===== src/shared/cssu_pkg.sv =====
package cssu_pkg;
    localparam int        XLEN           = 64;
    localparam int        WORD           = 32;
    localparam int        IMM_W          = 16;
    localparam int        SHAMT_W        = 5;
    localparam logic [5:0] OPC_REGOP     = 6'h00;
    localparam logic [5:0] OPC_CMP_IMM   = 6'h0B;
    localparam logic [5:0] OPC_SYSCOP    = 6'h10;
    localparam logic [5:0] FN_CMP_REG    = 6'h2B;
    localparam logic [5:0] FN_SHR_A      = 6'h03;
    localparam logic [5:0] FN_SHR_AV     = 6'h07;
    localparam logic [5:0] FN_SHR_L      = 6'h02;
    localparam logic [5:0] FN_SHR_LV     = 6'h06;
    localparam logic [5:0] FN_SUB        = 6'h22;
    localparam logic [5:0] FN_SUBNT      = 6'h23;
    localparam logic [5:0] FN_STANDBY    = 6'h21;
    localparam int        OPC_HI         = 31;
    localparam int        OPC_LO         = 26;
    localparam int        COP_BIT        = 25;
    localparam int        FN_HI          = 5;
    localparam int        SA_HI          = 10;
    localparam int        SA_LO          = 6;

    typedef enum logic [1:0] {
        CSSU_FULL    = 2'b00,
        CSSU_DRAIN   = 2'b01,
        CSSU_STANDBY = 2'b10
    } cssu_mode_t;
endpackage : cssu_pkg


===== src/logic/cssu_unit.sv =====
`timescale 1ns/100ps
// How it works
// - immediate compare: sign-extend 16-bit immediate, unsigned less-than gives one
// - register compare, function 101011: first source below second gives one
// - compares never raise overflow; result correct despite subtraction overflow
// - fixed arithmetic right shift by shift amount field, sign fill
// - variable arithmetic right shift by low five bits of first source
// - fixed logical right shift by shift amount field, zero fill
// - variable logical right shift by low five bits, zero fill
// - coprocessor standby instruction starts move to standby mode
// - after writeback wait for idle system bus, then stop core clock
// - pll, timer, interrupt and bus clocks keep running in standby
// - any interrupt, nmi, warm or power-on reset leaves standby
// - trapping subtract overflows when carries out of bits 30, 31 differ
// - on overflow the destination is not written
// - trapping subtract, function 100010, writes first minus second
// - non-trapping subtract gives same difference, never traps
module cssu_unit #(
    parameter int XLEN = cssu_pkg::XLEN
) (
    input  wire logic            core_clk,
    input  wire logic            rst_n,
    input  wire logic            issue_valid,
    input  wire logic [31:0]     instr_word,
    input  wire logic [XLEN-1:0] first_source_val,
    input  wire logic [XLEN-1:0] second_source_val,
    input  wire logic            mode64,
    input  wire logic            system_coproc_major_code_usable,
    input  wire logic            writeback_stage_done,
    input  wire logic            bus_idle_pin,
    input  wire logic            irq_pin,
    input  wire logic            nmi_pin,
    input  wire logic            warm_reset_request,
    input  wire logic            power_on_reset_request,
    output logic                 result_valid,
    output logic [XLEN-1:0]      result_data,
    output logic                 overflow_exc,
    output logic                 cop_unusable_exc,
    output logic                 core_clk_en,
    output logic                 periph_clk_en,
    output logic                 standby_mode
);
    localparam int W = cssu_pkg::WORD;

    // pin synchronisers
    logic [4:0] sync1;
    logic [4:0] sync2;
    always_ff @(posedge core_clk) begin
        if (!rst_n) begin
            sync1 <= 5'h00;
            sync2 <= 5'h00;
        end else begin
            sync1 <= {bus_idle_pin, irq_pin, nmi_pin, warm_reset_request,
                      power_on_reset_request};
            sync2 <= sync1;
        end
    end
    wire bus_idle_s = sync2[4];
    wire wake_s     = |sync2[3:0];

    // decode
    wire [5:0] opc = instr_word[cssu_pkg::OPC_HI:cssu_pkg::OPC_LO];
    wire [5:0] fn  = instr_word[cssu_pkg::FN_HI:0];
    wire [cssu_pkg::SHAMT_W-1:0] shift_amount_field =
        instr_word[cssu_pkg::SA_HI:cssu_pkg::SA_LO];
    wire [cssu_pkg::IMM_W-1:0] imm = instr_word[cssu_pkg::IMM_W-1:0];
    wire regop = issue_valid && (opc == cssu_pkg::OPC_REGOP);
    wire is_cmp_imm = issue_valid && (opc == cssu_pkg::OPC_CMP_IMM);
    wire is_cmp_reg = regop && (fn == cssu_pkg::FN_CMP_REG);
    wire is_shr_a   = regop && (fn == cssu_pkg::FN_SHR_A);
    wire is_shr_av  = regop && (fn == cssu_pkg::FN_SHR_AV);
    wire is_shr_l   = regop && (fn == cssu_pkg::FN_SHR_L);
    wire is_shr_lv  = regop && (fn == cssu_pkg::FN_SHR_LV);
    wire is_sub   = regop && (fn == cssu_pkg::FN_SUB);
    wire is_subnt = regop && (fn == cssu_pkg::FN_SUBNT);
    wire is_stby  = issue_valid && (opc == cssu_pkg::OPC_SYSCOP)
                    && instr_word[cssu_pkg::COP_BIT]
                    && (fn == cssu_pkg::FN_STANDBY);

    // unsigned compares, plain magnitude so no overflow path
    wire [XLEN-1:0] imm_sx = {{(XLEN-cssu_pkg::IMM_W){imm[cssu_pkg::IMM_W-1]}},
                              imm};
    wire lt_imm = first_source_val < imm_sx;
    wire lt_reg = first_source_val < second_source_val;

    // shifts on the low word, result sign-extended to register width
    wire [cssu_pkg::SHAMT_W-1:0] var_amt =
        first_source_val[cssu_pkg::SHAMT_W-1:0];
    wire [cssu_pkg::SHAMT_W-1:0] amt = (is_shr_av || is_shr_lv) ? var_amt
                                                       : shift_amount_field;
    wire [W-1:0] opw = second_source_val[W-1:0];
    wire [W-1:0] shr_arith_w = $signed(opw) >>> amt;
    wire [W-1:0] shr_logic_w = opw >> amt;
    wire [W-1:0] sh_w = (is_shr_a || is_shr_av) ? shr_arith_w : shr_logic_w;
    wire [XLEN-1:0] sh_x = {{(XLEN-W){sh_w[W-1]}}, sh_w};

    // subtract with carries out of bits 30 and 31
    wire [W-1:0] a = first_source_val[W-1:0];
    wire [W-1:0] nb = ~second_source_val[W-1:0];
    wire [W-1:0] low_sum = {1'b0, a[W-2:0]} + {1'b0, nb[W-2:0]} + 32'h00000001;
    wire c30 = low_sum[W-1];
    wire [1:0] top = {1'b0, a[W-1]} + {1'b0, nb[W-1]} + {1'b0, c30};
    wire c31 = top[1];
    wire [W-1:0] diff = {top[0], low_sum[W-2:0]};
    wire ovf = is_sub && (c30 != c31);
    wire [XLEN-1:0] diff_x = {{(XLEN-W){diff[W-1]}}, diff};

    wire alu_op = is_cmp_imm || is_cmp_reg || is_shr_a || is_shr_av
                  || is_shr_l || is_shr_lv || is_sub || is_subnt;
    wire [XLEN-1:0] next_result =
        is_cmp_imm ? {{(XLEN-1){1'b0}}, lt_imm} :
        is_cmp_reg ? {{(XLEN-1){1'b0}}, lt_reg} :
        (is_sub || is_subnt) ? diff_x : sh_x;
    wire next_valid = alu_op && !ovf;

    always_ff @(posedge core_clk) begin
        if (!rst_n) begin
            result_valid <= 1'b0;
            result_data  <= '0;
            overflow_exc <= 1'b0;
        end else begin
            result_valid <= next_valid;
            overflow_exc <= ovf;
            if (next_valid) begin
                result_data <= next_result;
            end
        end
    end

    // standby sequencing
    cssu_pkg::cssu_mode_t mode;
    cssu_pkg::cssu_mode_t next_mode;
    logic pending;
    wire stby_ok  = is_stby && system_coproc_major_code_usable;
    wire stby_bad = is_stby && !system_coproc_major_code_usable;

    always_comb begin
        next_mode = mode;
        case (mode)
            cssu_pkg::CSSU_FULL: begin
                if (pending && writeback_stage_done) begin
                    next_mode = cssu_pkg::CSSU_DRAIN;
                end
            end
            cssu_pkg::CSSU_DRAIN: begin
                if (bus_idle_s) begin
                    next_mode = cssu_pkg::CSSU_STANDBY;
                end
            end
            cssu_pkg::CSSU_STANDBY: begin
                if (wake_s) begin
                    next_mode = cssu_pkg::CSSU_FULL;
                end
            end
            default: next_mode = cssu_pkg::CSSU_FULL;
        endcase
    end

    always_ff @(posedge core_clk) begin
        if (!rst_n) begin
            mode             <= cssu_pkg::CSSU_FULL;
            pending          <= 1'b0;
            cop_unusable_exc <= 1'b0;
            core_clk_en      <= 1'b1;
            periph_clk_en    <= 1'b1;
            standby_mode     <= 1'b0;
        end else begin
            mode             <= next_mode;
            cop_unusable_exc <= stby_bad;
            if (stby_ok) begin
                pending <= 1'b1;
            end else if (mode == cssu_pkg::CSSU_FULL && writeback_stage_done) begin
                pending <= 1'b0;
            end
            core_clk_en   <= (next_mode != cssu_pkg::CSSU_STANDBY);
            periph_clk_en <= 1'b1;
            standby_mode  <= (next_mode == cssu_pkg::CSSU_STANDBY);
        end
    end

    a_ovf_blocks_write: assert property (@(posedge core_clk) disable iff (!rst_n)
        overflow_exc |-> !result_valid)
        else $error("overflow with result write");
    a_subnt_no_trap: assert property (@(posedge core_clk) disable iff (!rst_n)
        is_subnt |=> !overflow_exc && result_valid)
        else $error("non-trapping subtract trapped");
    a_cmp_zero_ext: assert property (@(posedge core_clk) disable iff (!rst_n)
        (is_cmp_reg || is_cmp_imm) |=> result_valid
            && result_data[XLEN-1:1] == '0 && !overflow_exc)
        else $error("compare result not zero-extended");
    a_cmp_reg_value: assert property (@(posedge core_clk) disable iff (!rst_n)
        is_cmp_reg |=> result_data[0] == $past(lt_reg))
        else $error("register compare wrong");
    a_shr_zero_fill: assert property (@(posedge core_clk) disable iff (!rst_n)
        (is_shr_l && shift_amount_field != 5'h00)
            |=> !result_data[W-1])
        else $error("logical shift filled ones");
    a_shr_sign_fill: assert property (@(posedge core_clk) disable iff (!rst_n)
        (is_shr_a && second_source_val[W-1]) |=> result_data[W-1])
        else $error("arithmetic shift lost sign");
    a_stby_clk_stop: assert property (@(posedge core_clk) disable iff (!rst_n)
        (mode == cssu_pkg::CSSU_DRAIN && bus_idle_s) |=> !core_clk_en
            && standby_mode && periph_clk_en)
        else $error("core clock not stopped");
    a_wake_exit: assert property (@(posedge core_clk) disable iff (!rst_n)
        (mode == cssu_pkg::CSSU_STANDBY && wake_s) |=> core_clk_en
            && !standby_mode)
        else $error("standby not left on wake");
    a_cop_unusable: assert property (@(posedge core_clk) disable iff (!rst_n)
        stby_bad |=> cop_unusable_exc ##1 mode == cssu_pkg::CSSU_FULL)
        else $error("unusable standby not refused");
endmodule : cssu_unit


===== config.mk =====
export PLATFORM = sky130hd
export DESIGN_NAME = cssu_unit
export DESIGN_NICKNAME = d
export VERILOG_FILES = /design/src/shared/cssu_pkg.sv /design/src/logic/cssu_unit.sv
export SDC_FILE = /design/constraint.sdc
export NUM_CORES = 1
export LEC_CHECK = 0
export BUFFER_PORTS_ARGS = -buffer_cell sky130_fd_sc_hd__buf_4
export CAP_MARGIN = 10
export CORE_MARGIN = 2
export CORE_UTILIZATION = 54
export DETAILED_ROUTE_END_ITERATION = 10
export PLACE_DENSITY_LB_ADDON = 0.25
export RECOVER_POWER = 100
export SYNTH_ARGS = -nofsm -noshare
export SYNTH_HDL_FRONTEND = slang
export SYNTH_SLANG_ARGS = --single-unit

===== constraint.sdc =====
create_clock -name core_clk -period 5.8 [get_ports core_clk]
set_input_delay 0.58 -clock core_clk [delete_from_list [all_inputs] [get_ports core_clk]]
set_output_delay 0.58 -clock core_clk [all_outputs]
set_load 0.005 [all_outputs]

### Yosys cells after proc, flatten, opt, wreduce, memory -nomap -nowiden

Cells that the tools add are included.

* logic and storage cells: 79
* output and inout port bits: 70
* bits of input ports: 171
* register bits after elaboration: 82

* $lt $le $gt $ge: 2
* shift-type cells: 2
* add/sub/neg operators: 4
* equality and inequality tests: 15
* reduce and logical (&&, ||, !) cells: 34
* bitwise operators: 1
* multiplexer cells: 11

Operator list (number)
* $mux W64: 3
* $lt A64 B64 Y1: 2
* $add A31 B31 Y32: 1
* $add A32 B1 Y32 const B: 1
* $mux W32: 1
* $not A32 Y32: 1
* $shr A32 B5 Y32: 1
* $sshr A32 B5 Y32: 1
* $eq A6 B6 Y1 const B: 4
* $logic_and A1 B1 Y1: 18
* $eq A6 B2 Y1 const B: 2
* $eq A6 B3 Y1 const B: 2
* $logic_or A1 B1 Y1: 10
* $eq A6 B4 Y1 const B: 1
* $eq A6 B5 Y1 const B: 1
* $logic_not A6 Y1: 1
* $mux W2: 3
* $pmux W2 S3: 1
* $mux W5: 1
* $eq A2 B2 Y1 const B: 2
* $reduce_or A4 Y1: 1
* $add A1 B1 Y2: 1
* $add A2 B1 Y2: 1
* $eq A2 B1 Y1 const B: 1
* 6 further kinds: 8

### Depth between registers and ports, before layout

* word-level depth: 11
* depth in mapped cells: 17
* gate-level depth less buffers: 15

### Worst setup path before layout

Ideal clock, no wire load.

* path type: in2reg
* start point: input instr_word[15]
* end point: register result_data[0]
* arrival time: 4092 ps
* data required time: 5678 ps
* library setup time: 122 ps
* path slack: 1586 ps
* buffers on the path: 0
* stages on the path: 11
* cells stage by stage: inv_1 > ha_1 > and4_1 > nand3_1 > or3_1 > or4_1 > or4_1 > a31oi_1 > o32a_1 > nand2_1 > o311a_1

* longest elaborated chain between the ends: 2

RTL lines
* start, declared: line cssu_unit.sv:24 `input wire logic [31:0] instr_word,`
* $lt A64 B64 Y1: line cssu_unit.sv:83 `wire lt_imm = first_source_val < imm_sx;`
* $mux W64: line cssu_unit.sv:111 `is_cmp_imm ? {{(XLEN-1){1'b0}}, lt_imm} :`
* end signal, assigned: line cssu_unit.sv:125 `result_data <= next_result;`
* end, declared: line cssu_unit.sv:36 `output logic [XLEN-1:0] result_data,`

No other way between the ends.
A chain may end at the register's enable or synchronous reset.

### Final worst setup path

* start point: input first_source_val[2]
* end point: register result_data[62]

* longest elaborated chain between the ends: 7
* elaborated cells between the ends (all ways): 14
* classes of those cells: 3 x add/sub; 1 x eq/ne; 2 x shift; 5 x mux; 3 x reduce/logical

RTL lines
* start, declared: line cssu_unit.sv:25 `input wire logic [XLEN-1:0] first_source_val,`
* $add A31 B31 Y32: line cssu_unit.sv:100 `wire [W-1:0] low_sum = {1'b0, a[W-2:0]} + {1'b0, nb[W-2:0]} + 32'h00000001;`
* $add A32 B1 Y32: line cssu_unit.sv:100
* $add A2 B1 Y2: line cssu_unit.sv:102 `wire [1:0] top = {1'b0, a[W-1]} + {1'b0, nb[W-1]} + {1'b0, c30};`
* $ne A1 B1 Y1: line cssu_unit.sv:105 `wire ovf = is_sub && (c30 != c31);`
* $logic_and A1 B1 Y1: line cssu_unit.sv:105
* $logic_not A1 Y1: line cssu_unit.sv:114 `wire next_valid = alu_op && !ovf;`
* $logic_and A1 B1 Y1: line cssu_unit.sv:114

Several ways; a longest one is shown, not always the timed one.

==> summary.md <==
| Metric | Value |
|---|---|
| H-Tree Depth | 2 |
| Worst clock skew | 0.00620 ns |
| Diodes inserted | 0 |
| Synth top area share | 0.193 |
| GP Congestion | 1.01 |
| IO Count | 241 |
| Die Width | 127 µm |
| Drt first pass iters | 6 |
| Number of enable flip-flop cells after synthesis | 0 |
| Yosys cell types | 81 |
| Syn nets | 1388 |
| Die height | 127 µm |
| Async S/R FF share, synth | 0 |
| Area contributors post-synth | ha_1, dfxtp_1, mux2i_1 |
| Number of global-route vias before repair | 8137 |
| Largest net degree at the start of global routing | 35 |
| Area of the multi-input gates | 6500 µm² |
| Worst-path fanout max | 10 |
| Layout cells sized above 1 | 0.225 |
| Post-Syn Area | 8230 µm² |
| Die ar. | 16300 µm² |
| HPWL after detailed placement | 22.6 mm |
| Yosys warnings | 0 |
| Clock slew at reported path FFs | 0.07 ns |
| Synth Area in XOR/XNOR | 0.0234 |
| Cells after DPL | 1444 |
| Post-CTS setup buffers | 0 |
| Root Driver | clkbuf_16 |
| Max Slew Vio Count | 0 |
| DRC | 0 |
| Post-synthesis compound-gate area fraction | 0.270 |
| Tmin final | 4.44 ns |
| WL final | 27.2 mm |
| Number of CTS-inserted buffers | 5 |
| Final hold violations | 0 |
| FMAX | 225 MHz |
| First-pass GRT wire length | 42.4 mm |
| Endpoints failing setup | 0 |
| Row cnt | 45 |
| Final ANT Viol Nets | 0 |
| Average size of a mapped cell | 7.57 µm² |
| Post-Synth Simple-Gate Area | 0.180 |
| Cts hold-fix bufs | 0 |
| Final Net Count | 1563 |
| Tcrit/Tclk final | 0.766 |
| Power per Cell Area | 131 nW/µm² |
| Crit path capture type | register |
| Via/cell ratio | 6.13 |
| Hold WS | 0.431 ns |
| Clock Tree Buf Depth | 2 |
| DRT iter0 DRCs | 939 |
| Non-Filler Instances | 1452 |
| Cell area after layout | 10000 µm² |
| Register Area | 1000 µm² |
| Area leader, netlist | ha_1 |
| Critical Path Source Type | primary input |
| Adder-cell area share of the yosys netlist | 0.198 |
| Initial antenna violation count | 0 |
| Congestion Overflow GR | 0 |
| Cts repair resizes | 0 |
| Synth Flop Type | dfxtp_1 |
| Routed length per placed instance | 18.7 µm |
| CP required | 6.02 ns |
| Slew headroom | 0.256 |
| Area Overhead vs Synth | 21.8% |
| Sequential share of the synthesized area | 0.122 |
| GRT Overall Usage | 0.326 |
| Core area | 15000 µm² |
| Fin util | 0.667 |
| Dpl cell area | 9910 µm² |
| Max-cap violations | 0 |
| WS Path Type | primary input to register |
| Clock sink total | 50 |
| VDD IR max | 0.120 mV |
| Main combinational cell family by area after synthesis | compound AO/OA/AOI/OAI gates |
| Least-Margin Pin Slew | 1.11 ns |
| Outcome | completed |
| Hold crit path type | register to register |
| CTS tree | done |
| Register bit total from synthesis | 50 |
| Vias | 8900 |
| Final TNS setup | 0 ns |
| Leakage | 5.02 nW |
| Worst EP arrival | 4.66 ns |
| Initial core utilization | 0.548 |
| Fill cell count | 1361 |
| Most instantiated cells after synthesis | ha_1, nand2_1, inv_1 |
| Port bufs | 229 |
| Cells after Synth | 1088 |
| RSZ-0062 raised after global routing | no |
| Most frequent cell after synthesis | ha_1 |
| Post-synthesis mux area share | 0.114 |
| Clk_lat worst skew | 0.29 ns |
[kinds of logic after synthesis]
kind of cell,after synthesis
AO/OA/AOI/OAI,337
XOR/XNOR,22
adder cells (fa/ha/maj),129
buffers and inverters,166
flip-flops,50
multiplexers,88
other,1
AND/OR/NAND/NOR,295
[stage by stage]
stage	worst slack, ns	power (mW)
after floorplan	1.59	0.770
after global placement	1.33	1.01
after detailed placement	1.25	1.02
after CTS	1.56	1.30
after global routing	1.12	1.40
final	1.36	1.31
[final timing paths]
kind                                     startpoint              end  slack [ns]  depth (start not counted)
worst max-delay path            first_source_val[2]  result_data[62]        1.36                         16
worst min-delay path                       sync1[1]         sync2[1]        0.43                          1
worst max register to register      result_data[62]  result_data[62]        4.59                          2
worst min register to register             sync1[1]         sync2[1]        0.43                          1
[worst max-delay path, cell delays in order]
cell and delay (ns):
buf_4 0.15, ha_1 0.37, o21a_1 0.14, o31a_1 0.15
o21ai_0 0.13, a31oi_1 0.18, clkbuf_1 0.32, a31o_2 0.28
o21a_1 0.33, nor2_1 0.10, fa_1 0.48, nor3b_1 0.21
mux2i_1 0.26, o211ai_1 0.38, or3_1 0.45, a21oi_1 0.14
[final cells by class]
| cell class | count | share of cell area |
|---|---|---|
| flip-flops and latches | 50 | 0.0998 |
| multi-input cells | 872 | 0.648 |
| clock buffers | 5 | 0.0125 |
| inverters | 91 | 0.0341 |
| well taps | 188 | 0.0235 |
| clock inverters | 3 | 0.00212 |
| repair buffers | 243 | 0.180 |
[flip-flops by register name (all words and copies together), names as in the netlist, 2 cells and up]
signal,cells
result_data,32
sync1,5
mode,2
sync2,5
[power by group]
part	internal, mW	total, mW	switching [mW]
clock	0.160	0.283	0.123
sequential	0.347	0.348	0.000914
combinational	0.292	0.683	0.391
total	0.798	1.31	0.515
[placed cells by master (no fill, tap or decap), types with 12 or more instances in the layout]
cell type	n
buf_4	171
and2_1	12
nand3_1	23
a21oi_1	83
a31oi_1	16
ha_1	127
a211oi_1	13
nand2_1	117
a21o_1	43
dfxtp_1	50
inv_1	90
nand4_1	21
clkbuf_4	67
mux2i_1	71
nor2_1	47
xnor2_1	13
o21ai_0	69
[per-layer routing]
layer / GRT usage / vias up / wire, µm
li1: - / 4344 / -
met1: 0.464 / 4105 / 12100
met2: 0.515 / 397 / 11800
met3: 0.0461 / 54 / 2420
met4: 0.0931 / 0 / 802
met5: 0 / - / 0
Power figures use the tool's default switching activity.
